File: src/serial_ctrl_regs.svh
`ifndef SERIAL_CTRL_REGS_SVH
`define SERIAL_CTRL_REGS_SVH

// Byte offsets of the register words
`define OFS_CONFIG     8'h00
`define OFS_TEST       8'h02
`define OFS_IRQ        8'h04
`define OFS_QUEUE      8'h06
`define OFS_ASYNC      8'h08
`define OFS_BAUD       8'h0A
`define OFS_STATUS     8'h0C
`define RAM_SEL_BIT    7

// Configuration word
`define CFG_STOP_BIT   15
`define CFG_FREEZE_HALT_ENABLE_BIT   14
`define CFG_FREEZE_SPARE_BIT_BIT   13
`define CFG_STOP_RST   1'b1

// Level / vector word
`define LVL_SYNC_MSB   13
`define LVL_SYNC_LSB   11
`define LVL_ASYNC_MSB  10
`define LVL_ASYNC_LSB  8
`define VEC_RESET      8'h0F

// Queue control word
`define Q_EN_BIT       15
`define Q_WRAP_BIT     14
`define Q_HALT_BIT     13
`define Q_CS_MSB       11
`define Q_CS_LSB       8

// Status word
`define ST_HALT_ACK_FLAG_BIT   15
`define ST_BUSY_BIT    14
`define ST_NOISE_BIT   8

// System clocks per shift step of the queued port
`define SCK_DIV        4'h4

`endif

File: src/serial_ctrl_pkg.sv
`default_nettype none
package serial_ctrl_pkg;

    typedef struct packed {
        logic        wr;
        logic        rd;
        logic [1:0]  be;
        logic [7:0]  addr;
        logic [15:0] wdata;
    } bus_req_s;

    typedef struct packed {
        logic       en;
        logic       wrap;
        logic       halt_req;
        logic [3:0] cs;
        logic [3:0] end_ptr;
        logic [3:0] len_code;
    } queue_cfg_s;

    typedef struct packed {
        logic tx_en;
        logic rx_en;
        logic nine_bit;
        logic par_en;
        logic par_odd;
    } async_cfg_s;

    typedef enum logic [1:0] {SEQ_IDLE, SEQ_RUN, SEQ_HALT, SEQ_DONE} seq_state_e;

endpackage
`default_nettype wire

File: src/serial_module_ctrl.sv
`timescale 1ns/10ps
`default_nettype none
`include "serial_ctrl_regs.svh"
module serial_module_ctrl
    import serial_ctrl_pkg::*;
(
    input  wire logic       SYS_CLK,
    input  wire logic       RST_N,
    input  wire bus_req_s   BUS_REQ,
    output logic [15:0]     BUS_RDATA,
    output logic            BUS_ACK,
    input  wire logic       FREEZE,
    input  wire logic       SYNC_REQ,
    input  wire logic       ASYNC_REQ,
    input  wire logic       IACK,
    input  wire logic [2:0] IACK_LEVEL,
    output logic [7:0]      VECTOR,
    output logic            VEC_VALID,
    output logic [7:1]      IRQ_N,
    input  wire logic       RXD,
    output logic            BAUD_TICK,
    output async_cfg_s      ASYNC_CFG,
    output logic            STOPPED,
    output logic [3:0]      QUEUE_PTR,
    output logic            QUEUE_BUSY,
    output logic            HALT_ACK,
    output logic [3:0]      CS_N,
    output logic            SHIFT_STEP,
    output logic            RAM_RD,
    output logic            RAM_WR,
    output logic [1:0]      RAM_BE,
    output logic [6:0]      RAM_ADDR,
    output logic [15:0]     RAM_WDATA,
    input  wire logic [15:0] RAM_RDATA
);
    logic        stop_q;
    logic        freeze_halt_enable_q;
    logic        freeze_spare_bit_q;
    logic [2:0]  slvl_q;
    logic [2:0]  alvl_q;
    logic [7:1]  vec_q;
    queue_cfg_s  qcfg_q;
    logic [12:0] baud_q;
    logic        noise_q;
    logic        run;
    logic        sel_ram;
    logic [7:0]  addr;
    logic [15:0] wd;
    logic        wr_reg;
    logic        rd_reg;
    logic [15:0] rd_mux;
    logic        ram_pend_q;
    logic [13:0] baud_cnt_q;
    logic        rx_m_q;
    logic        rx_s_q;
    logic [2:0]  hist_q;
    logic        glitch;
    logic [3:0]  sck_cnt_q;
    logic        sck_tick_q;
    logic        sync_on;
    logic        async_on;
    logic        sync_win;
    logic        async_win;
    logic [2:0]  win_lvl;

    // Stop is modelled as a clock enable: the dividers, receive sampling, queue sequencer and queue
    // RAM reads advance only while run is high; the register file keeps accepting writes.
    assign run     = ~stop_q;
    assign addr    = BUS_REQ.addr;
    assign wd      = BUS_REQ.wdata;
    assign sel_ram = addr[`RAM_SEL_BIT];
    assign wr_reg  = BUS_REQ.wr & ~sel_ram;
    assign rd_reg  = BUS_REQ.rd & ~sel_ram;

    // Configuration word
    always_ff @(posedge SYS_CLK or negedge RST_N)
    begin
        if (!RST_N)
        begin
            stop_q <= `CFG_STOP_RST;
            freeze_halt_enable_q <= 1'b0;
            freeze_spare_bit_q <= 1'b0;
        end
        else if (wr_reg && addr == `OFS_CONFIG && BUS_REQ.be[1])
        begin
            stop_q <= wd[`CFG_STOP_BIT];
            freeze_halt_enable_q <= wd[`CFG_FREEZE_HALT_ENABLE_BIT];
            freeze_spare_bit_q <= wd[`CFG_FREEZE_SPARE_BIT_BIT];
        end
    end

    // Level byte high, vector byte low in one word
    always_ff @(posedge SYS_CLK or negedge RST_N)
    begin
        if (!RST_N)
        begin
            slvl_q <= 3'h0;
            alvl_q <= 3'h0;
            vec_q  <= 7'(`VEC_RESET >> 1);
        end
        else if (wr_reg && addr == `OFS_IRQ)
        begin
            if (BUS_REQ.be[1])
            begin
                slvl_q <= wd[`LVL_SYNC_MSB:`LVL_SYNC_LSB];
                alvl_q <= wd[`LVL_ASYNC_MSB:`LVL_ASYNC_LSB];
            end
            if (BUS_REQ.be[0])
            begin
                vec_q <= wd[7:1];
            end
        end
    end

    // Queue control word
    always_ff @(posedge SYS_CLK or negedge RST_N)
    begin
        if (!RST_N)
        begin
            qcfg_q <= '0;
        end
        else if (wr_reg && addr == `OFS_QUEUE)
        begin
            if (BUS_REQ.be[1])
            begin
                qcfg_q.en       <= wd[`Q_EN_BIT];
                qcfg_q.wrap     <= wd[`Q_WRAP_BIT];
                qcfg_q.halt_req <= wd[`Q_HALT_BIT];
                qcfg_q.cs       <= wd[`Q_CS_MSB:`Q_CS_LSB];
            end
            if (BUS_REQ.be[0])
            begin
                qcfg_q.end_ptr  <= wd[7:4];
                qcfg_q.len_code <= wd[3:0];
            end
        end
    end

    // Async port control and baud modulus
    always_ff @(posedge SYS_CLK or negedge RST_N)
    begin
        if (!RST_N)
        begin
            ASYNC_CFG <= '0;
            baud_q    <= 13'h0000;
        end
        else
        begin
            if (wr_reg && addr == `OFS_ASYNC && BUS_REQ.be[0])
            begin
                ASYNC_CFG <= wd[4:0];
            end
            if (wr_reg && addr == `OFS_BAUD)
            begin
                if (BUS_REQ.be[1])
                begin
                    baud_q[12:8] <= wd[12:8];
                end
                if (BUS_REQ.be[0])
                begin
                    baud_q[7:0] <= wd[7:0];
                end
            end
        end
    end

    // Read data; unimplemented bits and the test word read as zero, the vector low bit reads as one while running
    always_comb
    begin
        rd_mux = 16'h0000;
        case (addr)
            `OFS_CONFIG: rd_mux = {stop_q, freeze_halt_enable_q, freeze_spare_bit_q, 13'h0000};
            `OFS_IRQ:    rd_mux = {2'h0, slvl_q, alvl_q, vec_q, 1'b1};
            `OFS_QUEUE:  rd_mux = {qcfg_q.en, qcfg_q.wrap, qcfg_q.halt_req, 1'b0,
                                   qcfg_q.cs, qcfg_q.end_ptr, qcfg_q.len_code};
            `OFS_ASYNC:  rd_mux = {11'h000, ASYNC_CFG};
            `OFS_BAUD:   rd_mux = {3'h0, baud_q};
            `OFS_STATUS: rd_mux = {HALT_ACK, QUEUE_BUSY, 5'h00, noise_q, QUEUE_PTR, 4'h0};
            default:     rd_mux = 16'h0000;
        endcase
        if (stop_q && addr != `OFS_CONFIG)
        begin
            rd_mux = 16'h0000;
        end
    end

    // Bus answer: registers one cycle, queue RAM reads two cycles while running
    always_ff @(posedge SYS_CLK or negedge RST_N)
    begin
        if (!RST_N)
        begin
            BUS_ACK    <= 1'b0;
            BUS_RDATA  <= 16'h0000;
            ram_pend_q <= 1'b0;
        end
        else
        begin
            BUS_ACK <= 1'b0;
            if (ram_pend_q)
            begin
                BUS_ACK    <= 1'b1;
                BUS_RDATA  <= RAM_RDATA;
                ram_pend_q <= 1'b0;
            end
            else if (BUS_REQ.rd && sel_ram && run)
            begin
                ram_pend_q <= 1'b1;
            end
            else if (BUS_REQ.rd || BUS_REQ.wr)
            begin
                BUS_ACK   <= 1'b1;
                BUS_RDATA <= rd_reg ? rd_mux : 16'h0000;
            end
        end
    end

    // Queue RAM port
    always_ff @(posedge SYS_CLK or negedge RST_N)
    begin
        if (!RST_N)
        begin
            RAM_RD    <= 1'b0;
            RAM_WR    <= 1'b0;
            RAM_BE    <= 2'h0;
            RAM_ADDR  <= 7'h00;
            RAM_WDATA <= 16'h0000;
        end
        else
        begin
            RAM_RD <= BUS_REQ.rd & sel_ram & run;
            RAM_WR <= BUS_REQ.wr & sel_ram;
            if ((BUS_REQ.rd || BUS_REQ.wr) && sel_ram)
            begin
                RAM_BE    <= BUS_REQ.be;
                RAM_ADDR  <= addr[6:0];
                RAM_WDATA <= wd;
            end
        end
    end

    // Interrupt request lines and vector answer
    assign sync_on   = SYNC_REQ && slvl_q != 3'h0;
    assign async_on  = ASYNC_REQ && alvl_q != 3'h0;
    assign sync_win  = sync_on && (!async_on || slvl_q >= alvl_q);
    assign async_win = async_on && !sync_win;
    assign win_lvl   = sync_win ? slvl_q : alvl_q;

    always_ff @(posedge SYS_CLK or negedge RST_N)
    begin
        if (!RST_N)
        begin
            IRQ_N     <= 7'h7F;
            VECTOR    <= `VEC_RESET;
            VEC_VALID <= 1'b0;
        end
        else
        begin
            for (int n = 1; n < 8; n++)
            begin
                IRQ_N[n] <= !((sync_on && slvl_q == 3'(n)) ||
                              (async_on && alvl_q == 3'(n)));
            end
            VEC_VALID <= 1'b0;
            if (IACK && (sync_win || async_win) && win_lvl == IACK_LEVEL)
            begin
                VECTOR    <= {vec_q, sync_win};
                VEC_VALID <= 1'b1;
            end
        end
    end

    // Modulus baud divider: a tick every 2*modulus clocks gives 16 samples a bit
    always_ff @(posedge SYS_CLK or negedge RST_N)
    begin
        if (!RST_N)
        begin
            baud_cnt_q <= 14'h0000;
            BAUD_TICK  <= 1'b0;
        end
        else if (!run || baud_q == 13'h0000)
        begin
            baud_cnt_q <= 14'h0000;
            BAUD_TICK  <= 1'b0;
        end
        else if (baud_cnt_q == 14'h0000)
        begin
            baud_cnt_q <= {baud_q, 1'b0} - 14'h0001;
            BAUD_TICK  <= 1'b1;
        end
        else
        begin
            baud_cnt_q <= baud_cnt_q - 14'h0001;
            BAUD_TICK  <= 1'b0;
        end
    end

    // Receive line noise: a lone sample differing from both neighbours
    assign glitch = (hist_q[1] ^ hist_q[0]) & (hist_q[1] ^ hist_q[2]);

    always_ff @(posedge SYS_CLK or negedge RST_N)
    begin
        if (!RST_N)
        begin
            rx_m_q  <= 1'b1;
            rx_s_q  <= 1'b1;
            hist_q  <= 3'h7;
            noise_q <= 1'b0;
        end
        else
        begin
            rx_m_q <= RXD;
            rx_s_q <= rx_m_q;
            if (run && BAUD_TICK && ASYNC_CFG.rx_en)
            begin
                hist_q <= {hist_q[1:0], rx_s_q};
            end
            // Set wins over a write-one clear in the same cycle
            if (run && BAUD_TICK && ASYNC_CFG.rx_en && glitch)
            begin
                noise_q <= 1'b1;
            end
            else if (wr_reg && addr == `OFS_STATUS && BUS_REQ.be[1] && wd[`ST_NOISE_BIT])
            begin
                noise_q <= 1'b0;
            end
        end
    end

    // Shift step divider for the queued port
    always_ff @(posedge SYS_CLK or negedge RST_N)
    begin
        if (!RST_N)
        begin
            sck_cnt_q  <= 4'h0;
            sck_tick_q <= 1'b0;
        end
        else if (run)
        begin
            sck_tick_q <= (sck_cnt_q == 4'h0);
            sck_cnt_q  <= (sck_cnt_q == 4'h0) ? `SCK_DIV - 4'h1 : sck_cnt_q - 4'h1;
        end
    end

    always_ff @(posedge SYS_CLK or negedge RST_N)
    begin
        if (!RST_N)
        begin
            STOPPED <= `CFG_STOP_RST;
        end
        else
        begin
            STOPPED <= stop_q;
        end
    end

    queue_sequencer u_seq (
        .clk         (SYS_CLK),
        .rst_n       (RST_N),
        .run         (run),
        .tick        (sck_tick_q),
        .cfg         (qcfg_q),
        .freeze_halt (FREEZE & freeze_halt_enable_q),
        .ptr_q       (QUEUE_PTR),
        .busy_q      (QUEUE_BUSY),
        .halt_ack_q  (HALT_ACK),
        .cs_n_q      (CS_N),
        .shift_q     (SHIFT_STEP)
    );
endmodule
`default_nettype wire

File: src/queue_sequencer.sv
`timescale 1ns/10ps
`default_nettype none
module queue_sequencer
    import serial_ctrl_pkg::*;
(
    input  wire logic       clk,
    input  wire logic       rst_n,
    input  wire logic       run,
    input  wire logic       tick,
    input  wire queue_cfg_s cfg,
    input  wire logic       freeze_halt,
    output logic [3:0]      ptr_q,
    output logic            busy_q,
    output logic            halt_ack_q,
    output logic [3:0]      cs_n_q,
    output logic            shift_q
);
    seq_state_e state_q;
    logic [4:0] bits_q;
    logic [4:0] len;
    logic       stop_req;
    logic       last_w;

    assign len      = (cfg.len_code == 4'h0) ? 5'h10 :
                      (cfg.len_code < 4'h8) ? 5'h08 : {1'b0, cfg.len_code};
    assign stop_req = cfg.halt_req | freeze_halt;
    assign last_w   = (ptr_q == cfg.end_ptr);

    always_ff @(posedge clk or negedge rst_n)
    begin
        if (!rst_n)
        begin
            state_q    <= SEQ_IDLE;
            ptr_q      <= 4'h0;
            bits_q     <= 5'h00;
            busy_q     <= 1'b0;
            halt_ack_q <= 1'b0;
            cs_n_q     <= 4'hF;
            shift_q    <= 1'b0;
        end
        else if (run)
        begin
            shift_q <= 1'b0;
            case (state_q)
                SEQ_IDLE:
                begin
                    if (stop_req)
                    begin
                        state_q    <= SEQ_HALT;
                        halt_ack_q <= 1'b1;
                    end
                    else if (cfg.en)
                    begin
                        state_q <= SEQ_RUN;
                        bits_q  <= len;
                        busy_q  <= 1'b1;
                        cs_n_q  <= ~cfg.cs;
                    end
                end
                SEQ_RUN:
                begin
                    if (tick)
                    begin
                        shift_q <= 1'b1;
                        if (bits_q == 5'h01)
                        begin
                            cs_n_q <= 4'hF;
                            ptr_q  <= last_w ? 4'h0 : ptr_q + 4'h1;
                            if (stop_req)
                            begin
                                state_q    <= SEQ_HALT;
                                halt_ack_q <= 1'b1;
                            end
                            else if ((last_w && !cfg.wrap) || !cfg.en)
                            begin
                                state_q <= last_w && !cfg.wrap ? SEQ_DONE : SEQ_IDLE;
                                busy_q  <= 1'b0;
                            end
                            else
                            begin
                                bits_q <= len;
                                cs_n_q <= ~cfg.cs;
                            end
                        end
                        else
                        begin
                            bits_q <= bits_q - 5'h01;
                        end
                    end
                end
                SEQ_HALT:
                begin
                    if (!stop_req)
                    begin
                        state_q    <= SEQ_IDLE;
                        halt_ack_q <= 1'b0;
                        busy_q     <= 1'b0;
                    end
                end
                SEQ_DONE:
                begin
                    if (stop_req)
                    begin
                        state_q    <= SEQ_HALT;
                        halt_ack_q <= 1'b1;
                    end
                    else if (!cfg.en)
                    begin
                        state_q <= SEQ_IDLE;
                    end
                end
                default:
                begin
                    state_q <= SEQ_IDLE;
                end
            endcase
        end
    end
endmodule
`default_nettype wire

File: config.mk
export PLATFORM = sky130hd
export DESIGN_NAME = serial_module_ctrl
export DESIGN_NICKNAME = d
export VERILOG_FILES = /design/src/serial_ctrl_pkg.sv /design/src/serial_module_ctrl.sv /design/src/queue_sequencer.sv
export VERILOG_INCLUDE_DIRS = /design/src /design/src/src
export SDC_FILE = /design/constraint.sdc
export NUM_CORES = 1
export LEC_CHECK = 0
export ABC_CLOCK_PERIOD_IN_PS = 4000
export BUFFER_PORTS_ARGS = -buffer_cell sky130_fd_sc_hd__buf_2
export CAP_MARGIN = 10
export CORE_UTILIZATION = 45
export CTS_BUF_LIST = sky130_fd_sc_hd__clkbuf_4 sky130_fd_sc_hd__clkbuf_8 sky130_fd_sc_hd__clkbuf_16
export DETAILED_ROUTE_END_ITERATION = 6
export GPL_TIMING_DRIVEN = 0
export PLACE_DENSITY = 0.65
export SETUP_SLACK_MARGIN = 0.3
export SLEW_MARGIN = 25
export SYNTH_ARGS = -nofsm -noshare
export SYNTH_HDL_FRONTEND = slang
export SYNTH_HIERARCHICAL = 1
export SYNTH_SLANG_ARGS = --single-unit
File: constraint.sdc
create_clock -name SYS_CLK -period 4 [get_ports SYS_CLK]
set_clock_uncertainty 0.2 [all_clocks]
set_input_delay 0.4 -clock SYS_CLK [delete_from_list [all_inputs] [get_ports SYS_CLK]]
set_output_delay 0.4 -clock SYS_CLK [all_outputs]
set_load 0.02 [all_outputs]
* Word-level counts from Yosys, hierarchy flattened *
Index checks and enable logic that the tools add are counted.

cells by class
  $add $sub $neg = 5
  $lt $le $gt $ge = 2
  equal/unequal tests = 38
  muxes and demuxes = 62
  bitwise gates (word level) = 13
  reduce and logical (&&, ||, !) cells = 88

operators with widths
  cell                                                 count
  one-hot mux 16 bit (6 select lines)                  1
  2-to-1 mux 16 bit                                    5
  logical AND 1 bit                                    38
  2-to-1 mux 4 bit                                     9
  2-to-1 mux 5 bit                                     7
  2-to-1 mux 14 bit                                    2
  subtractor 14 x 1 -> 14 bit (second input constant)  2
  == test 3 bit (second input constant)                8
  == test 8 x 4 -> 1 bit (second input constant)       3
  2-to-1 mux 1 bit                                     22
  2-to-1 mux 2 bit                                     10
  == test 8 x 3 -> 1 bit (second input constant)       2
  logical NOT 14 bit                                   1
  AND reduction 2 bit                                  7
  AND reduction 7 bit                                  2
  logical NOT 13 bit                                   1
  == test 3 x 2 -> 1 bit (second input constant)       4
  logical OR 1 bit                                     12
  inequality test 2 bit (second input constant)        6
  logical NOT 1 bit                                    11
  one-hot mux 5 bit (2 select lines)                   1
  AND reduction 9 bit                                  1
  nonzero test 3 bit                                   3
  logical NOT 4 bit                                    2
  31 further kinds                                     48

word-level totals
  bits in registers = 155
  input bits = 54
  output and inout port bits = 78
  word-level logic and storage cells = 254

* Depth between registers and ports, before layout *
Gate-level depths: netlist (run 1).

  depth in word-level cells = 11
  gate-level depth with buffers = 9

* Modules after synthesis *
The synthesis (run 1) kept the hierarchy.

modules (own cells, without submodules)
  module              instances  cells an instance  area an instance (µm²)  sequential area each (µm²)
  serial_module_ctrl  1          528                6329.8                  3454.6
  queue_sequencer     1          133                1223.7                  455.4

* Worst setup path before layout (run 1) *
No wires, ideal clock.

  path type = register to register
  start = register alvl_q[2]
  end = register VECTOR[4]
  setup time = 0.125 ns
  data arrival time = 2.545 ns
  data required time = 3.675 ns
  slack = 1.130 ns
  cell stages (with the launch flop) = 10
  buffers on the path = 1
  period minus slack after synthesis = 2.870 ns
  cell sequence = dfrtp_1 -> buf_2 -> inv_1 -> ha_1 -> a21oi_1 -> o21ai_0 -> o21ai_0 -> mux2_2 -> a221oi_4 -> mux2_2

between the ends
  word-level cells in the longest chain between the ends = 10
  elaborated cells between the ends (all ways) = 13
  classes of those cells = order compare (1); eq/ne (1); mux (1); reduce/logical (10)

RTL lines
  element                                                                    RTL line                   RTL
  from (decl)                                                                serial_module_ctrl.sv:40   logic [2:0] alvl_q;
  from (signal assigned)                                                     serial_module_ctrl.sv:106  alvl_q <= wd[`LVL_ASYNC_MSB:`LVL_ASYNC_LSB];
  branches (longest 9 deep; another with greater-or-equal comparator 3 bit)  --
  logical AND 1 bit *                                                        serial_module_ctrl.sv:264  if (IACK && (sync_win || async_win) && win_lvl == IACK_LEVEL)
  to (signal assigned)                                                       serial_module_ctrl.sv:253  VECTOR <= `VEC_RESET;
  to (signal assigned)                                                       serial_module_ctrl.sv:266  VECTOR <= {vec_q, sync_win};
  to (decl)                                                                  serial_module_ctrl.sv:17   output logic [7:0] VECTOR,

Every way passes the cells marked *.
A chain may end at the register's enable or synchronous reset.

* Final worst setup path (run 1) *
  start = register alvl_q[2]
  end = register VECTOR[7]

Same word-level chain as after synthesis.

==> metrics, run 1 <==
status finished, final reports clean; crit-path leading delay family compound AO/OA/AOI/OAI gates; Initial DRC Count 385; post-synth top area share 0.431; Placer Congestion 0.857; pin count of the biggest net entering global routing 82; std cell rows 47; CP arrival 3.52 ns; Crit Path Max Fanout 9; clock-pin slew on the worst setup and hold paths about 0.060 ns; CP endpoint kind flop; CP max stage cell a221oi_4; buffer levels on the longest clock path 2; CP required 4.10 ns; post-cts sizing count 0; min-delay worst type input pin to flop; RSZ-0062 raised after global routing no; max_slew headroom 0.483; Num CTS Buffers 17; pwr dens 469 nW/um^2; clk_lat worst skew 0.42 ns; Worst R2R End VECTOR[7]; fin crit period 3.42 ns; Slew Viols, Final 0; Most used DFF post-synth dfrtp_1; Critical path buffers and inverters 2; Total Neg Setup Slack 0 ns; period utilisation layout 0.855; worst hold path stage count 2; most frequent cell after synthesis dfrtp_1; Sw Share 0.276; final WL roughly 19,000 um; Sequential cell area between 3000 and 4000 um^2; leakage power 4.32 nW; routed vias 5,824; Synth cell types 70; synth top area cells dfrtp_1 43%, mux2_2 12%, dfstp_2 8.7%; fillers 1,486; crit-path cells buf_2, inv_1, ha_1, a21oi_1, o21ai_0, o21ai_0, mux2_2, a221oi_4, mux2_2; Avg WL per Cell about 18 um; Worst-Margin Slew 0.772 ns; io pins about 130; DRC viols 0; Fmax 292 MHz; YS warnings 6; DRT Pass-1 Iters 5; Final Setup Violations 0; sequential share of power 0.412; Hold Path End BUS_RDATA[13]; cell internal pwr 3.12 mW; footprint of the multi-input gates 3430 um^2; die height 132 um; GRT overflow 0; clock power share 0.406; FF-to-FF path depth 9; # port buffers 127; synthesized area 7550 um^2; Post-synth EDFFs 0; Gate power share 0.182; Syn Inst Count 661; clk sinks 155; min-delay src RAM_RDATA[13]; Syn Area/Cell ~11 um^2; Critical Path Max Stage Delay just under 0.7 ns; Synthesized Nets 730; layout cells sized above 1 0.355; initial antenna violation count 0; DIE AREA 17,300 um^2; peak supply drop 317 uV; Antenna Cells 0; Post-synth ARST share 1.00; Clock Tree Root clkbuf_16; P_sw ~1.2 mW; CTS tree built; first-pass GRT wire length 30,600 um; critical path launch point type flop; vias in the first global route a little under 6,000; H-tree level count 4; DP HPWL 14,200 um; post-synth top area cell dfrtp_1; initial core utilization 0.459; P&R area growth vs syn 21.4%; R2R Path Start alvl_q[2]; placed cell area 8500 um^2; register area share after synthesis 0.518; max-cap viol count 0; Synth top cells by count 130 x dfrtp_1, 79 x mux2_2, 54 x nor2_1, 44 x o21ai_0, 27 x inv_1; CP Class flop to flop; Final Cell Area 9170 um^2; core area 16,500 um^2; Total GRT Usage 0.228; FF+latch count, synth 155; Die X-Extent 132 um; DRT antenna net count 0; Avg Vias per Cell approximately 5.6; Nets between 800 and 900; Hold Violations, Final 0; R2R setup slack 0.58 ns
==> sequential cells by signal, indices dropped and copies added (netlist names), 7 cells and up <==
name / count
BUS_RDATA: 16
RAM_ADDR: 7
IRQ_N: 7
baud_q: 13
RAM_WDATA: 16
qcfg_q: 15
vec_q: 7
VECTOR: 8
baud_cnt_q: 14
==> per-stage QoR <==
step / worst slack, ns / instances / util / hold WS (ns) / power [mW]
3_5_place_dp: 0.561 / 1009 / 0.516 / 0.149 / 2.57
3_3_place_gp: 0.121 / 1008 / 0.514 / 0.146 / 2.54
2_1_floorplan: 1.13 / 661 / - / -0.0956 / 2.31
5_1_grt: 0.396 / 1043 / 0.557 / 0.0236 / 4.48
6_report: 0.579 / 1043 / 0.557 / 0.0139 / 4.31
4_1_cts: 0.567 / 1043 / 0.557 / 0.00126 / 4.33
==> how the worst max path moves through the flow <==
stage	start	end	slack (ns)	cells past startpoint
after global routing	alvl_q[2]	VECTOR[7]	0.40	9
after CTS	alvl_q[2]	VECTOR[7]	0.57	9
after detailed placement	alvl_q[2]	VECTOR[6]	0.56	9
final	alvl_q[2]	VECTOR[7]	0.58	9
after global placement	RST_N	RAM_WDATA[15]	0.12	1
after floorplan	alvl_q[2]	VECTOR[4]	1.13	9
==> logic make-up (layout without fill, tap and decap cells) <==
family / Yosys count / count (layout) / share of synthesized area
AOI/OAI and AO/OA: 154 / 154 / 0.145
xor gates and xnor gates: 24 / 24 / 0.0278
adders and majority gates: 15 / 15 / 0.0248
buffers and inverters: 51 / 213 / 0.0282
DFF: 155 / 155 / 0.518
muxes: 92 / 92 / 0.135
and+or+nand+nor: 170 / 170 / 0.121
==> repair_timing <==
item / 4_1_cts / 5_1_grt
hold buffers: 2 / 0
buffers inserted: 0 / 0
endpoints found under the hold margin: 64 / 0
setup endpoints to repair: 0 / 0
==> routing by layer <==
metal  track usage  up-vias  share of wire
li1              -     2722              -
met1         0.297     2902           0.44
met2         0.368      165           0.49
met4         0.103        0          0.025
met5             0        -              0
met3        0.0459       35          0.048
==> cells in the final DEF, fill, tap and decap left out, types with 4 or more instances in the layout <==
| cell | synthesis | layout |
|---|---|---|
| buf_2 | 5 | 131 |
| dfrtp_1 | 130 | 130 |
| mux2_2 | 79 | 79 |
| nor2_1 | 54 | 54 |
| o21ai_0 | 44 | 44 |
| inv_1 | 27 | 27 |
| nand2_1 | 26 | 26 |
| dfstp_2 | 25 | 25 |
| a22oi_1 | 21 | 21 |
| clkbuf_16 | 0 | 17 |
| nor3_1 | 16 | 16 |
| xnor2_1 | 15 | 15 |
| clkbuf_1 | 15 | 15 |
| ha_1 | 15 | 15 |
| nor2b_1 | 13 | 13 |
| mux2i_1 | 13 | 13 |
| a211oi_1 | 10 | 10 |
| a21oi_1 | 11 | 10 |
| nand3_1 | 9 | 9 |
| xor2_1 | 9 | 9 |
| a31oi_1 | 9 | 9 |
| o31ai_1 | 7 | 7 |
| nand2b_1 | 7 | 7 |
| or3_1 | 5 | 5 |
| or2_2 | 5 | 5 |
| and2_1 | 5 | 5 |
| a32oi_1 | 5 | 5 |
| a221oi_1 | 5 | 5 |
| a2bb2oi_1 | 4 | 4 |
| o22a_1 | 4 | 4 |
| clkbuf_4 | 0 | 4 |
| clkbuf_8 | 0 | 4 |
| bufinv_16 | 0 | 4 |
| o21ai_1 | 4 | 4 |
==> cell type report <==
cell class | instances | share of cell area
buffer | 24 | 0.0121
clock buffer | 25 | 0.0557
clock inverter | 7 | 0.0147
inverter | 27 | 0.0111
multi-input combinational | 455 | 0.374
sequential | 155 | 0.426
tap | 220 | 0.0300
timing repair buffer | 130 | 0.0756
==> power groups by stage <==
stage          logic, mW  registers (mW)  clock network (mW)
6_report           0.784            1.77                1.75
5_1_grt            0.864            1.79                1.83
4_1_cts            0.782            1.77                1.77
3_5_place_dp       0.775            1.80                   0
3_3_place_gp       0.747            1.79                   0
2_1_floorplan      0.460            1.85                   0
Note: power is estimated with default switching activity, not from simulation.
==> run 2: changes to the inputs <==
--- a/config.mk
+++ b/config.mk
@@ -10,7 +10,7 @@
 export BUFFER_PORTS_ARGS = -buffer_cell sky130_fd_sc_hd__buf_2
 export CAP_MARGIN = 10
 export CORE_UTILIZATION = 45
-export CTS_BUF_LIST = sky130_fd_sc_hd__clkbuf_4 sky130_fd_sc_hd__clkbuf_8 sky130_fd_sc_hd__clkbuf_16
+export CTS_BUF_LIST = sky130_fd_sc_hd__clkbuf_8
 export DETAILED_ROUTE_END_ITERATION = 6
 export GPL_TIMING_DRIVEN = 0
 export PLACE_DENSITY = 0.65
==> run 2 against run 1 <==
Utilization up 0.24 points. Wire length up 1.3%. Largest cell class unchanged. Sequential cell count unchanged. Critical path type unchanged. First-iteration DRC count up 6.0%. Total power down 10%. Die area unchanged. Final area up 0.44%. Cell count up 2.4%. Combinational power up 2.6%. Worst hold slack better by 0.013 ns. Sequential share of layout area down 0.19 points. Register-to-register slack about the same.
==> metrics, run 2 (same netlist as run 1, synthesis figures left out) <==
std cell rows 47 (unchanged); initial antenna violation count 0 (unchanged); GRT overflow 0 (unchanged); RSZ-0062 raised after global routing no; sequential share of power 0.458 (+0.046); FF-to-FF path depth 9 (unchanged); biggest regs BUS_RDATA x16, RAM_WDATA x16, qcfg_q x15; final WL 19,400 um (+1.3%); Die X-Extent 132 um (unchanged); Total Neg Setup Slack 0 ns (unchanged); CP Class flop to flop; Hold Violations, Final 0 (unchanged); Placer Congestion 0.857 (unchanged); dpl cells 1,009 (unchanged); Sw Share 0.294 (+0.0186); post-place setup slack 0.561 ns (unchanged); CP required 4.14 ns (+0.04 ns); die height 132 um (unchanged); post-CTS setup buffer count 0 (unchanged); core area 16,500 um^2 (unchanged); Avg Vias per Cell 5.52 (-1.2%); Nets 904 (+2.8%); fin crit period 3.43 ns (+0.00504 ns); P&R area growth vs syn 21.9%; # port buffers 127 (unchanged); cell internal pwr 2.73 mW (-12%); clock-pin slew on the worst setup and hold paths 0.08 ns (+0.02 ns); io pins 132 (unchanged); pwr dens 420 nW/um^2 (-11%); critical path launch point type flop; Slew Viols, Final 0 (unchanged); clk_lat worst skew 0.46 ns (+0.04 ns); Crit Path Max Fanout 9 (unchanged); Avg WL per Cell 18.1 um (-1.1%); Total GRT Usage 0.231 (+0.00232); CP arrival 3.57 ns (+0.05 ns); vias in the first global route 5,912 (+2.4%); initial core utilization 0.459 (unchanged); CTS tree built; hold_ws 0.0265 ns (+0.0126 ns); routed vias 5,891 (+1.2%); setup slack after layout 0.574 ns (-0.00504 ns); Final Setup Violations 0 (unchanged); CP endpoint kind flop; peak supply drop 232 uV (-27%); CP max stage cell a221oi_4; crit-path cells buf_2, inv_1, ha_1, a21oi_1, o21ai_0, o21ai_0, mux2_2, a221oi_4, mux2_2; CP startpoint alvl_q[2]; Gate power share 0.208 (+0.026); min-delay src BUS_REQ[4]; Initial DRC Count 408 (+6.0%); worst hold path stage count 3 (+1); DP HPWL 14,200 um (unchanged); Num CTS Buffers 17 (unchanged); DRT antenna net count 0 (unchanged); P_sw 1.14 mW (-4.1%); buffer levels on the longest clock path 2 (unchanged); Clock Tree Root clkbuf_8; layout cells sized above 1 0.338 (-0.0164); final std cells w/o fill 1,068 (+2.4%); min-delay worst type input pin to flop; Critical Path Max Stage Delay 0.69 ns (about the same); most common cell after layout, fill and taps aside buf_2; most frequent cells in the layout 131 x buf_2, 130 x dfrtp_1, 79 x mux2_2; Antenna Cells 0 (unchanged); DIE AREA 17,300 um^2 (unchanged); first-pass GRT wire length 31,000 um (+1.3%); DRT Pass-1 Iters 5 (unchanged); leakage power 4.34 nW (+0.46%); period utilisation layout 0.856 (+0.00126); clock power share 0.335 (-0.071); max-cap viol count 0 (unchanged); Fmax 292 MHz (-0.15%); pin count of the biggest net entering global routing 82 (unchanged); R2R Path Start alvl_q[2]; clk sinks 155 (unchanged); max_slew headroom 0.301 (-0.183); DRC viols 0 (unchanged); H-tree level count 4 (unchanged); Worst-Margin Slew 1.05 ns (+0.277 ns); status finished, final reports clean
run 2: cell count changes in the layout (fill, tap and decap cells not counted), sizes merged:
cell and change:
clkbuf -4, dlygate4sd3 +25, inv +4
run 2: worst paths after layout:
| kind | end | slack, ns |
|---|---|---|
| worst max register to register | VECTOR[7] | 0.57 |
| worst min-delay path | vec_q[4] | 0.03 |
| min in group asynchronous | VECTOR[5] | 0.32 |
| max in group asynchronous | IRQ_N[7] | 2.46 |
| worst min register to register | rx_s_q | 0.16 |
| worst max-delay path | VECTOR[7] | 0.57 |
run 2: final cells by class:
class / instances / area [um^2]
Tap cell: 220 / 275
Fill cell: 1471 / 7250
Sequential cell: 155 / 3910
Buffer: 24 / 111
Multi-Input combinational cell: 455 / 3430
Clock inverter: 11 / 150
Timing Repair Buffer: 155 / 943
Inverter: 27 / 101
Clock buffer: 21 / 289
run 2: timing repair:
action | in CTS | in global routing
gates resized for setup | 0 | 0
hold buffers | 27 | 0
endpoints found under the hold margin | 91 | 0
run 2: metal layers:
layer	GRT usage	vias up	part of all wire	routed length (um)
li1	-	2775	-	-
met1	0.297	2922	0.44	8600
met2	0.379	160	0.49	9480
met3	0.0494	34	0.046	882
met4	0.0930	0	0.022	425
met5	0	-	0	0
run 2: worst max-delay path: cells and delay by family, from the launching register on:
family	cells	cell delay, ns
compound gates	4	1.32
buf+inv	2	0.34
mux	2	0.81
flops	1	0.32
fa+ha+maj	1	0.30
run 2: power groups by stage:
stage,clock network [mW],registers [mW],logic (mW)
final,1.29,1.77,0.804
after global routing,1.38,1.78,0.884
after CTS,1.32,1.77,0.800
after detailed placement,0,1.80,0.775
after global placement,0,1.79,0.747
after floorplan,0,1.85,0.460
run 2: metrics by stage:
stage	total power, mW	cell area [um^2]	util
global route	4.05	9210	0.559
floorplan	2.31	7550	-
finish	3.87	9210	0.559
global placement	2.54	8460	0.514
detailed placement	2.57	8500	0.516
CTS	3.89	9210	0.559
